<file path="src/rmsl_pkg.sv">
// constants shared by the mode strap latch and its decoder
// assumes a 32-bit APB register port with 4-byte aligned registers
package rmsl_pkg;

    // apb address width
    localparam int APB_ADDR_W = 12;

    // register byte offsets
    localparam logic [11:0] OFS_MODE_CTRL = 12'h000;
    localparam logic [11:0] OFS_MISC_CTRL = 12'h004;
    localparam logic [11:0] OFS_CFG_STATUS = 12'h008;

    // mode control fields
    localparam int MODE_LSB = 0;
    localparam int MODE_W = 3;

    // misc control fields
    localparam int MISC_FLASH_VIS_BIT = 0;

    // status fields
    localparam int ST_DONE_BIT = 0;
    localparam int ST_DBG_ACTIVE_BIT = 1;
    localparam int ST_EXPANDED_BIT = 2;
    localparam int ST_WIDE_BIT = 3;
    localparam int ST_SPECIAL_BIT = 4;
    localparam int ST_EMULATION_BIT = 5;
    localparam int ST_WR_USED_BIT = 6;
    localparam int ST_STRAP_MODE_LSB = 8;
    localparam int ST_STRAP_FLASH_BIT = 12;

    // reset values
    localparam logic [2:0] RST_MODE = 3'h0;
    localparam logic RST_FLASH_VIS = 1'h0;
    localparam logic [31:0] RST_PRDATA = 32'h0000_0000;

    // mode codes
    localparam logic [2:0] MODE_SPECIAL_SINGLE = 3'h0;
    localparam logic [2:0] MODE_EMUL_NARROW = 3'h1;
    localparam logic [2:0] MODE_SPECIAL_TEST = 3'h2;
    localparam logic [2:0] MODE_EMUL_WIDE = 3'h3;
    localparam logic [2:0] MODE_NORMAL_SINGLE = 3'h4;
    localparam logic [2:0] MODE_NORMAL_NARROW = 3'h5;
    localparam logic [2:0] MODE_PERIPHERAL = 3'h6;
    localparam logic [2:0] MODE_NORMAL_WIDE = 3'h7;

    // mode code bit that marks a normal (non-special) mode
    localparam int MODE_NORMAL_BIT = 2;

    // synchroniser depth for strap pins
    localparam int SYNC_STAGES = 2;

endpackage

</file>
<file path="src/rmsl_dec_if.sv">
// carrier between the strap latch and its mode decoder
// assumes both ends run in the same clock domain
`timescale 1ns/10ps
`default_nettype none
interface rmsl_dec_if;
    logic [2:0] mode;
    logic flash_strap;
    logic flash_vis_dflt;
    logic expanded;
    logic wide;
    logic special;
    logic emulation;
    logic peripheral;

    // decoder side
    modport dec (
        input mode,
        input flash_strap,
        output flash_vis_dflt,
        output expanded,
        output wide,
        output special,
        output emulation,
        output peripheral
    );

    // latch side
    modport user (
        output mode,
        output flash_strap,
        input flash_vis_dflt,
        input expanded,
        input wide,
        input special,
        input emulation,
        input peripheral
    );
endinterface
`default_nettype wire

</file>
<file path="src/rmsl_mode_decode.sv">
// combinational decoder from mode code to bus configuration
// assumes a synchronised flash strap level from the latch
`timescale 1ns/10ps
`default_nettype none
module rmsl_mode_decode (
    rmsl_dec_if.dec dif
);
    import rmsl_pkg::*;

    // per-mode bus shape and flash visibility default
    always_comb begin
        dif.flash_vis_dflt = 1'h0;
        dif.expanded = 1'h0;
        dif.wide = 1'h0;
        dif.special = 1'h0;
        dif.emulation = 1'h0;
        dif.peripheral = 1'h0;
        case (dif.mode)
            MODE_SPECIAL_SINGLE: begin
                dif.special = 1'h1;
                dif.flash_vis_dflt = 1'h1;
            end
            MODE_EMUL_NARROW: begin
                dif.expanded = 1'h1;
                dif.emulation = 1'h1;
                dif.flash_vis_dflt = ~dif.flash_strap;
            end
            MODE_SPECIAL_TEST: begin
                dif.special = 1'h1;
                dif.expanded = 1'h1;
                dif.wide = 1'h1;
                dif.flash_vis_dflt = 1'h0;
            end
            MODE_EMUL_WIDE: begin
                dif.expanded = 1'h1;
                dif.wide = 1'h1;
                dif.emulation = 1'h1;
                dif.flash_vis_dflt = ~dif.flash_strap;
            end
            MODE_NORMAL_SINGLE: begin
                dif.flash_vis_dflt = 1'h1;
            end
            MODE_NORMAL_NARROW: begin
                dif.expanded = 1'h1;
                dif.flash_vis_dflt = dif.flash_strap;
            end
            MODE_PERIPHERAL: begin
                dif.peripheral = 1'h1;
                dif.flash_vis_dflt = 1'h1;
            end
            MODE_NORMAL_WIDE: begin
                dif.expanded = 1'h1;
                dif.wide = 1'h1;
                dif.flash_vis_dflt = dif.flash_strap;
            end
            default: begin
                dif.flash_vis_dflt = 1'h0;
            end
        endcase
    end
endmodule
`default_nettype wire

</file>
<file path="src/rmsl_strap_latch.sv">
// mode strap latch: captures mode and flash strap pins after reset,
// holds the chip mode and flash visibility, exposes them over apb
// assumes strap pins are stable across reset release, apb on CLK_SYS
//
// What this block does
// eight modes from a three-bit code, each with own map and bus shape
// mode strap pins captured into the mode bits as reset rises
// mode bits readable; software may change them only in restricted ways
// flash strap pin captured into the flash visibility bit at reset rise
// flash visibility one maps the internal flash, zero removes it
// code 000 special single chip, debug active at once, flash visible
// other modes allow debug but it waits for a serial command
// code 001 emulation narrow, flash visible is inverse of strap
// code 010 special test wide, flash never visible
// code 011 emulation wide, flash visible is inverse of strap
// code 100 normal single chip, flash always visible
// code 101 normal narrow, flash visible follows strap
// board must never strap code 110, peripheral mode; flash would show
// code 111 normal wide, flash visible follows strap
// latched values hold between resets except permitted mode writes
//
// The implementer's own choices: the APB slave port and the register offsets.
`timescale 1ns/10ps
`default_nettype none
module rmsl_strap_latch (
    input wire logic CLK_SYS,
    input wire logic RST_N,
    input wire logic PSEL,
    input wire logic PENABLE,
    input wire logic PWRITE,
    input wire logic [rmsl_pkg::APB_ADDR_W-1:0] PADDR,
    input wire logic [31:0] PWDATA,
    input wire logic [3:0] PSTRB,
    output logic [31:0] PRDATA,
    output logic PREADY,
    output logic PSLVERR,
    input wire logic MODE_SEL_BIT2,
    input wire logic MODE_SEL_BIT1,
    input wire logic MODE_SEL_BIT0,
    input wire logic FLASH_STRAP_PIN,
    input wire logic DEBUG_ACTIVATE_CMD,
    output logic [2:0] MODE_CODE,
    output logic FLASH_VISIBLE,
    output logic EXPANDED_BUS,
    output logic WIDE_BUS,
    output logic SPECIAL_MODE,
    output logic EMULATION_MODE,
    output logic PERIPHERAL_MODE,
    output logic DEBUG_ACTIVE,
    output logic STRAP_DONE
);
    import rmsl_pkg::*;

    typedef enum logic [1:0] {
        ST_FILL1,
        ST_FILL2,
        ST_CAPTURE,
        ST_RUN
    } rmsl_cap_t;

    rmsl_cap_t cap_state;
    logic [3:0] sync1;
    logic [3:0] sync2;
    logic [2:0] mode;
    logic flash_visible_bit;
    logic [2:0] strap_mode;
    logic strap_flash;
    logic captured;
    logic debug_active;
    logic mode_wr_used;
    logic mode_wr_pend;
    logic [31:0] rd_word;
    logic addr_hit;
    logic mode_wr_allowed;
    logic access_start;
    logic access_end;
    logic [2:0] wr_mode;

    rmsl_dec_if run_dif ();
    rmsl_dec_if cap_dif ();

    // decoder on the running mode drives the bus shape
    assign run_dif.mode = mode;
    assign run_dif.flash_strap = sync2[3];
    rmsl_mode_decode u_run_dec (
        .dif(run_dif.dec)
    );

    // decoder on the synchronised pins gives the capture defaults
    assign cap_dif.mode = sync2[2:0];
    assign cap_dif.flash_strap = sync2[3];
    rmsl_mode_decode u_cap_dec (
        .dif(cap_dif.dec)
    );

    // two-stage synchroniser on the four strap pins
    always_ff @(posedge CLK_SYS or negedge RST_N) begin
        if (!RST_N) begin
            sync1 <= 4'h0;
            sync2 <= 4'h0;
        end else begin
            sync1 <= {FLASH_STRAP_PIN, MODE_SEL_BIT2, MODE_SEL_BIT1, MODE_SEL_BIT0};
            sync2 <= sync1;
        end
    end

    // capture sequencer: wait for the synchroniser to fill, then latch once
    always_ff @(posedge CLK_SYS or negedge RST_N) begin
        if (!RST_N) begin
            cap_state <= ST_FILL1;
        end else begin
            case (cap_state)
                ST_FILL1: begin
                    cap_state <= ST_FILL2;
                end
                ST_FILL2: begin
                    cap_state <= ST_CAPTURE;
                end
                ST_CAPTURE: begin
                    cap_state <= ST_RUN;
                end
                ST_RUN: begin
                    cap_state <= ST_RUN; // held until the next reset
                end
                default: begin
                    cap_state <= ST_FILL1;
                end
            endcase
        end
    end

    // raw strap record, kept for software inspection
    always_ff @(posedge CLK_SYS or negedge RST_N) begin
        if (!RST_N) begin
            strap_mode <= RST_MODE;
            strap_flash <= 1'h0;
        end else if (cap_state == ST_CAPTURE) begin
            strap_mode <= sync2[2:0];
            strap_flash <= sync2[3];
        end
    end

    // capture done flag, gates software writes and debug commands
    always_ff @(posedge CLK_SYS or negedge RST_N) begin
        if (!RST_N) begin
            captured <= 1'h0;
        end else if (cap_state == ST_CAPTURE) begin
            captured <= 1'h1;
        end
    end

    // apb phase markers and the restricted mode write check
    assign access_start = PSEL && PENABLE && !PREADY;
    assign access_end = PSEL && PENABLE && PREADY;
    assign wr_mode = PWDATA[MODE_LSB +: MODE_W];
    // special modes may switch freely; a normal mode allows one switch,
    // and only to another normal mode; peripheral is never reachable
    assign mode_wr_allowed = captured && PSTRB[0]
        && (wr_mode != MODE_PERIPHERAL)
        && (!mode[MODE_NORMAL_BIT] || (!mode_wr_used && wr_mode[MODE_NORMAL_BIT]));

    // running mode: strap at capture, then only accepted writes
    always_ff @(posedge CLK_SYS or negedge RST_N) begin
        if (!RST_N) begin
            mode <= RST_MODE;
        end else if (cap_state == ST_CAPTURE) begin
            mode <= sync2[2:0];
        end else if (mode_wr_pend && access_end) begin
            mode <= PWDATA[MODE_LSB +: MODE_W];
        end
    end

    // one-shot mark for the write allowed from a normal mode
    always_ff @(posedge CLK_SYS or negedge RST_N) begin
        if (!RST_N) begin
            mode_wr_used <= 1'h0;
        end else if (mode_wr_pend && access_end && mode[MODE_NORMAL_BIT]) begin
            mode_wr_used <= 1'h1;
        end
    end

    // flash visibility: set once from mode and strap, then held
    always_ff @(posedge CLK_SYS or negedge RST_N) begin
        if (!RST_N) begin
            flash_visible_bit <= RST_FLASH_VIS;
        end else if (cap_state == ST_CAPTURE) begin
            flash_visible_bit <= cap_dif.flash_vis_dflt;
        end
    end

    // background debug: live at once in special single chip, else on command
    always_ff @(posedge CLK_SYS or negedge RST_N) begin
        if (!RST_N) begin
            debug_active <= 1'h0;
        end else if (cap_state == ST_CAPTURE) begin
            debug_active <= (sync2[2:0] == MODE_SPECIAL_SINGLE);
        end else if (captured && DEBUG_ACTIVATE_CMD) begin
            debug_active <= 1'h1;
        end
    end

    // register read mux and address decode
    always_comb begin
        rd_word = 32'h0000_0000;
        addr_hit = 1'h1;
        case (PADDR)
            OFS_MODE_CTRL: begin
                rd_word[MODE_LSB +: MODE_W] = mode;
            end
            OFS_MISC_CTRL: begin
                rd_word[MISC_FLASH_VIS_BIT] = flash_visible_bit;
            end
            OFS_CFG_STATUS: begin
                rd_word[ST_DONE_BIT] = captured;
                rd_word[ST_DBG_ACTIVE_BIT] = debug_active;
                rd_word[ST_EXPANDED_BIT] = run_dif.expanded;
                rd_word[ST_WIDE_BIT] = run_dif.wide;
                rd_word[ST_SPECIAL_BIT] = run_dif.special;
                rd_word[ST_EMULATION_BIT] = run_dif.emulation;
                rd_word[ST_WR_USED_BIT] = mode_wr_used;
                rd_word[ST_STRAP_MODE_LSB +: MODE_W] = strap_mode;
                rd_word[ST_STRAP_FLASH_BIT] = strap_flash;
            end
            default: begin
                addr_hit = 1'h0;
            end
        endcase
    end

    // apb answer: one wait state, pready for a single cycle
    always_ff @(posedge CLK_SYS or negedge RST_N) begin
        if (!RST_N) begin
            PREADY <= 1'h0;
        end else begin
            PREADY <= access_start;
        end
    end

    // read data, only alongside pready, zero otherwise
    always_ff @(posedge CLK_SYS or negedge RST_N) begin
        if (!RST_N) begin
            PRDATA <= RST_PRDATA;
        end else if (access_start && !PWRITE) begin
            PRDATA <= rd_word;
        end else begin
            PRDATA <= RST_PRDATA;
        end
    end

    // error flag: unmapped address, or a refused mode write
    always_ff @(posedge CLK_SYS or negedge RST_N) begin
        if (!RST_N) begin
            PSLVERR <= 1'h0;
        end else if (access_start) begin
            PSLVERR <= !addr_hit || (PWRITE && (PADDR == OFS_MODE_CTRL) && !mode_wr_allowed);
        end else begin
            PSLVERR <= 1'h0;
        end
    end

    // mode write decision, applied at the edge that completes the access
    always_ff @(posedge CLK_SYS or negedge RST_N) begin
        if (!RST_N) begin
            mode_wr_pend <= 1'h0;
        end else if (access_start) begin
            mode_wr_pend <= PWRITE && (PADDR == OFS_MODE_CTRL) && mode_wr_allowed;
        end else begin
            mode_wr_pend <= 1'h0;
        end
    end

    // registered mode and flash visibility for the chip
    always_ff @(posedge CLK_SYS or negedge RST_N) begin
        if (!RST_N) begin
            MODE_CODE <= RST_MODE;
            FLASH_VISIBLE <= RST_FLASH_VIS;
        end else begin
            MODE_CODE <= mode;
            FLASH_VISIBLE <= flash_visible_bit;
        end
    end

    // registered bus shape of the running mode
    always_ff @(posedge CLK_SYS or negedge RST_N) begin
        if (!RST_N) begin
            EXPANDED_BUS <= 1'h0;
            WIDE_BUS <= 1'h0;
            SPECIAL_MODE <= 1'h0;
            EMULATION_MODE <= 1'h0;
            PERIPHERAL_MODE <= 1'h0;
        end else begin
            EXPANDED_BUS <= run_dif.expanded;
            WIDE_BUS <= run_dif.wide;
            SPECIAL_MODE <= run_dif.special;
            EMULATION_MODE <= run_dif.emulation;
            PERIPHERAL_MODE <= run_dif.peripheral;
        end
    end

    // registered debug state and capture status
    always_ff @(posedge CLK_SYS or negedge RST_N) begin
        if (!RST_N) begin
            DEBUG_ACTIVE <= 1'h0;
            STRAP_DONE <= 1'h0;
        end else begin
            DEBUG_ACTIVE <= debug_active;
            STRAP_DONE <= captured;
        end
    end

endmodule
`default_nettype wire

</file>
<file path="config.mk">
export PLATFORM = sky130hd
export DESIGN_NAME = rmsl_strap_latch
export DESIGN_NICKNAME = d
export VERILOG_FILES = /design/src/rmsl_pkg.sv /design/src/rmsl_dec_if.sv /design/src/rmsl_mode_decode.sv /design/src/rmsl_strap_latch.sv
export SDC_FILE = /design/constraint.sdc
export NUM_CORES = 1
export LEC_CHECK = 0
export BUFFER_PORTS_ARGS = -buffer_cell sky130_fd_sc_hd__buf_2
export CAP_MARGIN = 20
export CORE_AREA = 2 2 71 73
export DETAILED_ROUTE_END_ITERATION = 6
export DIE_AREA = 0 0 73 75
export PLACE_DENSITY = 0.74
export SLEW_MARGIN = 5
export SYNTH_ARGS = -nofsm -noshare
export SYNTH_HDL_FRONTEND = slang
export SYNTH_SLANG_ARGS = --single-unit
</file>
<file path="constraint.sdc">
create_clock -name CLK_SYS -period 1.15 [get_ports CLK_SYS]
set_input_delay 0 -clock CLK_SYS [delete_from_list [all_inputs] [get_ports CLK_SYS]]
set_output_delay 0 -clock CLK_SYS [all_outputs]
set_load 0.05 [all_outputs]
</file>
==> Word-level counts from Yosys, hierarchy flattened <==
Index checks and enable logic that the tools add are counted.
{ "totals": {"regBits": 67, "inputBits": 58, "wordCells": 100} }
{ "op_classes": {"eq_ne": 19, "mux": 20, "n_bitwise": 1, "n_reduce_logical": 37} }
{ "op_table": {"columns": ["cell", "n"], "rows": [
  ["$eq A3 B3 Y1 const B", 7],
  ["$logic_and A1 B1 Y1", 14],
  ["$mux W13", 1],
  ["$eq A12 B3 Y1 const B", 1],
  ["$eq A12 B4 Y1 const B", 1],
  ["$eq A3 B2 Y1 const B", 4],
  ["$logic_not A12 Y1", 1],
  ["$mux W1", 11],
  ["$reduce_or A2 Y1", 5],
  ["$mux W3", 3],
  ["$reduce_or A3 Y1", 3],
  ["$eq A3 B1 Y1 const B", 2],
  ["$logic_not A1 Y1", 6],
  ["$logic_not A3 Y1", 2],
  ["$pmux W2 S3", 1],
  ["$reduce_or A5 Y1", 1],
  ["$eq A2 B2 Y1 const B", 2],
  ["$mux W4", 1],
  ["$pmux W1 S4", 1],
  ["$pmux W2 S2", 1],
  ["$reduce_bool A2 Y1", 2],
  ["$ne A3 B3 Y1 const B", 1],
  ["$pmux W1 S3", 1],
  ["$eq A2 B1 Y1 const B", 1],
  ["other kinds (3)", 4]
]} }

==> Logic depth before layout (Yosys ltp) <==
{ "logic_depth": {"depth_word": 8, "mapped_depth": 4} }

==> By module <==
A second synthesis with hierarchy kept.
{ "hier_totals": {"cells_unflattened": 164, "hier_area_um2": 1954.4} }
{ "modules_own_cells": {"columns": ["module", "n_inst", "cells_each", "area_each_um2", "seq_area_each_um2"], "rows": [
  ["rmsl_strap_latch", 1, 144, 1826.8, 1151.1],
  ["rmsl_mode_decode", 2, 10, 63.8, 0.0]
]} }

==> Worst setup path after synthesis <==
OpenSTA, ideal clock, no wires.
{ "synth_path": {"path_kind": "register -> register", "startpoint": "register PREADY", "endpoint": "register PRDATA[10]", "t_arrival_ns": 1.384, "slack_ns": -0.300, "stages_incl_launch_ff": 5, "period_less_slack_ns": 1.450, "path_cell_list": "dfrtp_1 -> and3b_1 -> nand4_4 -> nor3_4 -> and3_1"} }
{ "synth_via": {"elab_chain_len": 4} }
{ "synth_lines": {"columns": ["item", "line", "rtl"], "rows": [
  ["start: declaration", "rmsl_strap_latch.sv:35", "output logic PREADY,"],
  ["start signal: assignment", "rmsl_strap_latch.sv:235", "PREADY <= access_start;"],
  ["$logic_not A1 Y1", "rmsl_strap_latch.sv:153", "assign access_start = PSEL && PENABLE && !PREADY;"],
  ["$logic_and A1 B1 Y1", "rmsl_strap_latch.sv:153", null],
  ["named net access_start", "rmsl_strap_latch.sv:75", "logic access_start;"],
  ["$logic_and A1 B1 Y1", "rmsl_strap_latch.sv:243", "end else if (access_start && !PWRITE) begin"],
  ["$mux W13", "rmsl_strap_latch.sv:243", null],
  ["end signal: assignment", "rmsl_strap_latch.sv:244", "PRDATA <= rd_word;"],
  ["end: declaration", "rmsl_strap_latch.sv:34", "output logic [31:0] PRDATA,"]
]} }
The timed path passes the listed nets, and every way through them passes these cells.
A chain may end at the register's enable or synchronous reset.

==> Final worst setup path <==
{ "layout_path": {"startpoint": "register PREADY", "endpoint": "register PRDATA[1]"} }
Same word-level chain as after synthesis.

==> out/metrics.csv <==
stage,metric,value,unit
die,Starting Density,0.3866,
die,die width,73,µm
grt,first-pass GRT wire length,5106,µm
synthesis,Synth Register Bits,46,
sta,Final Hold Vio Count,0,
outcome,status,finished with violations,
sta,Max Clk Rate,770.9,MHz
clock_network,H-tree Lvls,2,
finish,final net count,271,
clock_network,Sink Count,46,
die,Die Y,75,µm
worst_setup_path,Worst Path Required,1.35,ns
synthesis,Syn. warnings,0,
pwr,sequential power share,0.542,
finish,fin util,0.4975,
route,Wirelength per Cell,12.16,µm
pwr,switch share,0.2921,
placement,final weighted congestion in routability-driven placement,0.7506,
placement,Port-buffer cells,49,
synthesis,number of enable flip-flop cells after synthesis,0,
sta,"Slew Viols, Final",0,
grt,largest net degree at the start of global routing,47,
run,Max-Cap Viols,0,
grt,vias in the first global route,1134,
pwr,peak supply drop,0.8950,mV
synthesis,Post-synth top flop,dfrtp_1,
pwr,Clk network pwr share,0.310,
clock_network,root buf cell,clkbuf_8,
finish,layout cells sized above 1,0.3738,
route,Via density,4.601,
route,final antenna-violating net count,0,
pwr,Final Power,3125,µW
worst_setup_path,Critical Path End Type,flop,
sta,RSZ-0062 raised after global routing,true,
synthesis,Post-Syn Area,1802,µm²
worst_hold_path,Hold WC Path Type,primary input to flop,
worst_setup_path,Worst path slowest cell,dfrtp_2,
sta,Finish-stage setup viols,16,
route,vias post-DR,1233,
synthesis,Cell variety after synth,34,
clock_network,CTS tree,built,
pwr,P per Cell Area,1348,nW/µm²
clock_network,Clock transition at path regs,0.08,ns
finish,most frequent cells in the layout,"49 x buf_2, 45 x dfrtp_1, 21 x conb_1, 14 x nand2_1",
die,FP Rows,25,
pwr,Sw Pwr,912.7,µW
sta,PnR worst setup slack,-0.1472,ns
pwr,Power Internal,2212,µW
worst_setup_path,crit start category,flop,
pwr,P_leak,0.001211,µW
worst_setup_path,Setup CP Type,flop to flop,
worst_setup_path,critical path arrival,1.50,ns
synthesis,part of the Yosys area used for sequential elements,0.6389,
clock_network,Skew-Pair Late Insertion Delay,0.30,ns
die,Core ar.,4661,µm²
die,die area,5475,µm²
route,initial DRC count,80,
worst_setup_path,Crit path largest cell delay,0.40,ns
route,Post-Route WL,3260,µm
clock_network,cts bufs inserted,5,
placement,hpwl dp,2235,µm
sta,Final Skew,0.008581,ns
synthesis,mean post-synth cell area,12.69,µm²
grt,total track usage,0.1279,
outcome,failing checks,setup timing,
worst_setup_path,CP top delay family,simple AND/OR/NAND/NOR gates,
finish,"most common cell after layout, fill and taps aside",buf_2,
grt,GRT Residual Overflow,0,
pwr,combinational power share,0.148,
clock_network,clock tree buffer depth,2,
die,I/O Pins,103,
synthesis,ys async rst share,1.000,
finish,ant diodes,0,
synthesis,Syn Inst Count,142,
route,DRC violations left,0,
worst_setup_path,CP Max Fanout,4,
route,First-pass DRT Iterations,4,
worst_setup_path,"critical path, cell by cell","and3b_2, nand4_4, buf_4, nor4_4",
grt,initial antenna violation count,0,
sta,min cycle time layout,1.297,ns
sta,period utilisation layout,1.128,
worst_setup_path,WP buf/inv,1,
finish,area growth from synthesis to layout,28.68,%
==> per-layer routing <==
metal,share of wire,vias up,global-route usage
li1,-,583,-
met1,0.40,580,0.1410
met2,0.50,59,0.2212
met3,0.069,11,0.03748
met4,0.030,0,0.07202
met5,0,-,0
==> flip-flops by register name, summed over array words and instances (netlist names), 2 cells and up <==
signal / cells
sync1: 4
MODE_CODE: 3
strap_mode: 3
PRDATA: 11
mode: 3
sync2: 4
cap_state: 2
==> power groups by stage <==
stage	combinational, µW	sequential (µW)	clock (µW)
2_1_floorplan	263	1800	0
3_3_place_gp	424	1720	0
3_5_place_dp	428	1730	0
4_1_cts	455	1690	991
5_1_grt	490	1700	1060
6_report	461	1690	969
==> final timing paths <==
path | startpoint | end | slack (ns) | cells after the start
hold reg to reg | sync1[1] | sync2[1] | 0.35 | 0
setup reg to reg | PREADY | PRDATA[1] | -0.15 | 4
hold / removal | PWDATA[1] | mode[1] | 0.007 | 3
min in group asynchronous | RST_N | PSLVERR | 0.20 | 3
setup / recovery | PREADY | PRDATA[1] | -0.15 | 4
max in group asynchronous | RST_N | PREADY | 0.74 | 3
==> timing repair <==
action | CTS | global route
hold endpoints to repair | 53 | 0
resized for setup | 5 | 3
setup buffers | 2 | 2
pin swaps | 3 | 3
hold buffers | 7 | 0
gates cloned | 1 | 0
endpoints found under the setup margin | 14 | 17
==> per-stage QoR <==
step / area (µm²) / setup WS [ns] / cells / setup TNS (ns) / hold slack [ns]
CTS: 2283 / -0.1829 / 266 / -1.782 / 0.002178
detailed placement: 2085 / -0.1787 / 248 / -1.508 / -0.007884
floorplan: 1879 / -0.1958 / 162 / -1.862 / -0.2956
finish: 2318 / -0.1472 / 268 / -1.534 / 0.006692
global route: 2318 / -0.2185 / 268 / -2.594 / 0.02042
global placement: 2085 / -0.1339 / 248 / -1.181 / -0.007478
==> cell usage after synthesis, drive strengths merged, types with 3 or more instances <==
master / instances / share of area
a21oi: 3 / 0.0083
and3: 9 / 0.031
buf: 21 / 0.087
dfrtp: 46 / 0.64
inv: 4 / 0.0083
mux2i: 5 / 0.028
nand2: 14 / 0.029
nand2b: 3 / 0.010
nor2: 4 / 0.0097
nor2b: 3 / 0.010
nor4: 3 / 0.027
o21ai: 5 / 0.014
==> cell families after synthesis <==
| group | count (synthesis) | synth area share |
|---|---|---|
| simple gates | 47 | 0.1729 |
| other cells | 1 | 0.002081 |
| buf+inv | 27 | 0.1000 |
| flops | 46 | 0.6389 |
| mux | 5 | 0.02778 |
| xor+xnor | 1 | 0.004862 |
| compound gates | 15 | 0.05348 |
==> worst register-to-register path: stages, from the launching register on <==
cell and delay (ns):
dfrtp_2 0.40, and3b_2 0.26, nand4_4 0.13, buf_4 0.20, nor4_4 0.20
==> final cells by class <==
type / instances / area, µm²
fill: 409 / 2342
sequential: 46 / 1152
multi-input combinational: 90 / 588.1
timing repair buffer: 66 / 402.9
clock buffer: 5 / 68.82
tap: 54 / 67.56
clock inverter: 3 / 23.77
inverter: 4 / 15.01
Power figures use the tool's default switching activity.
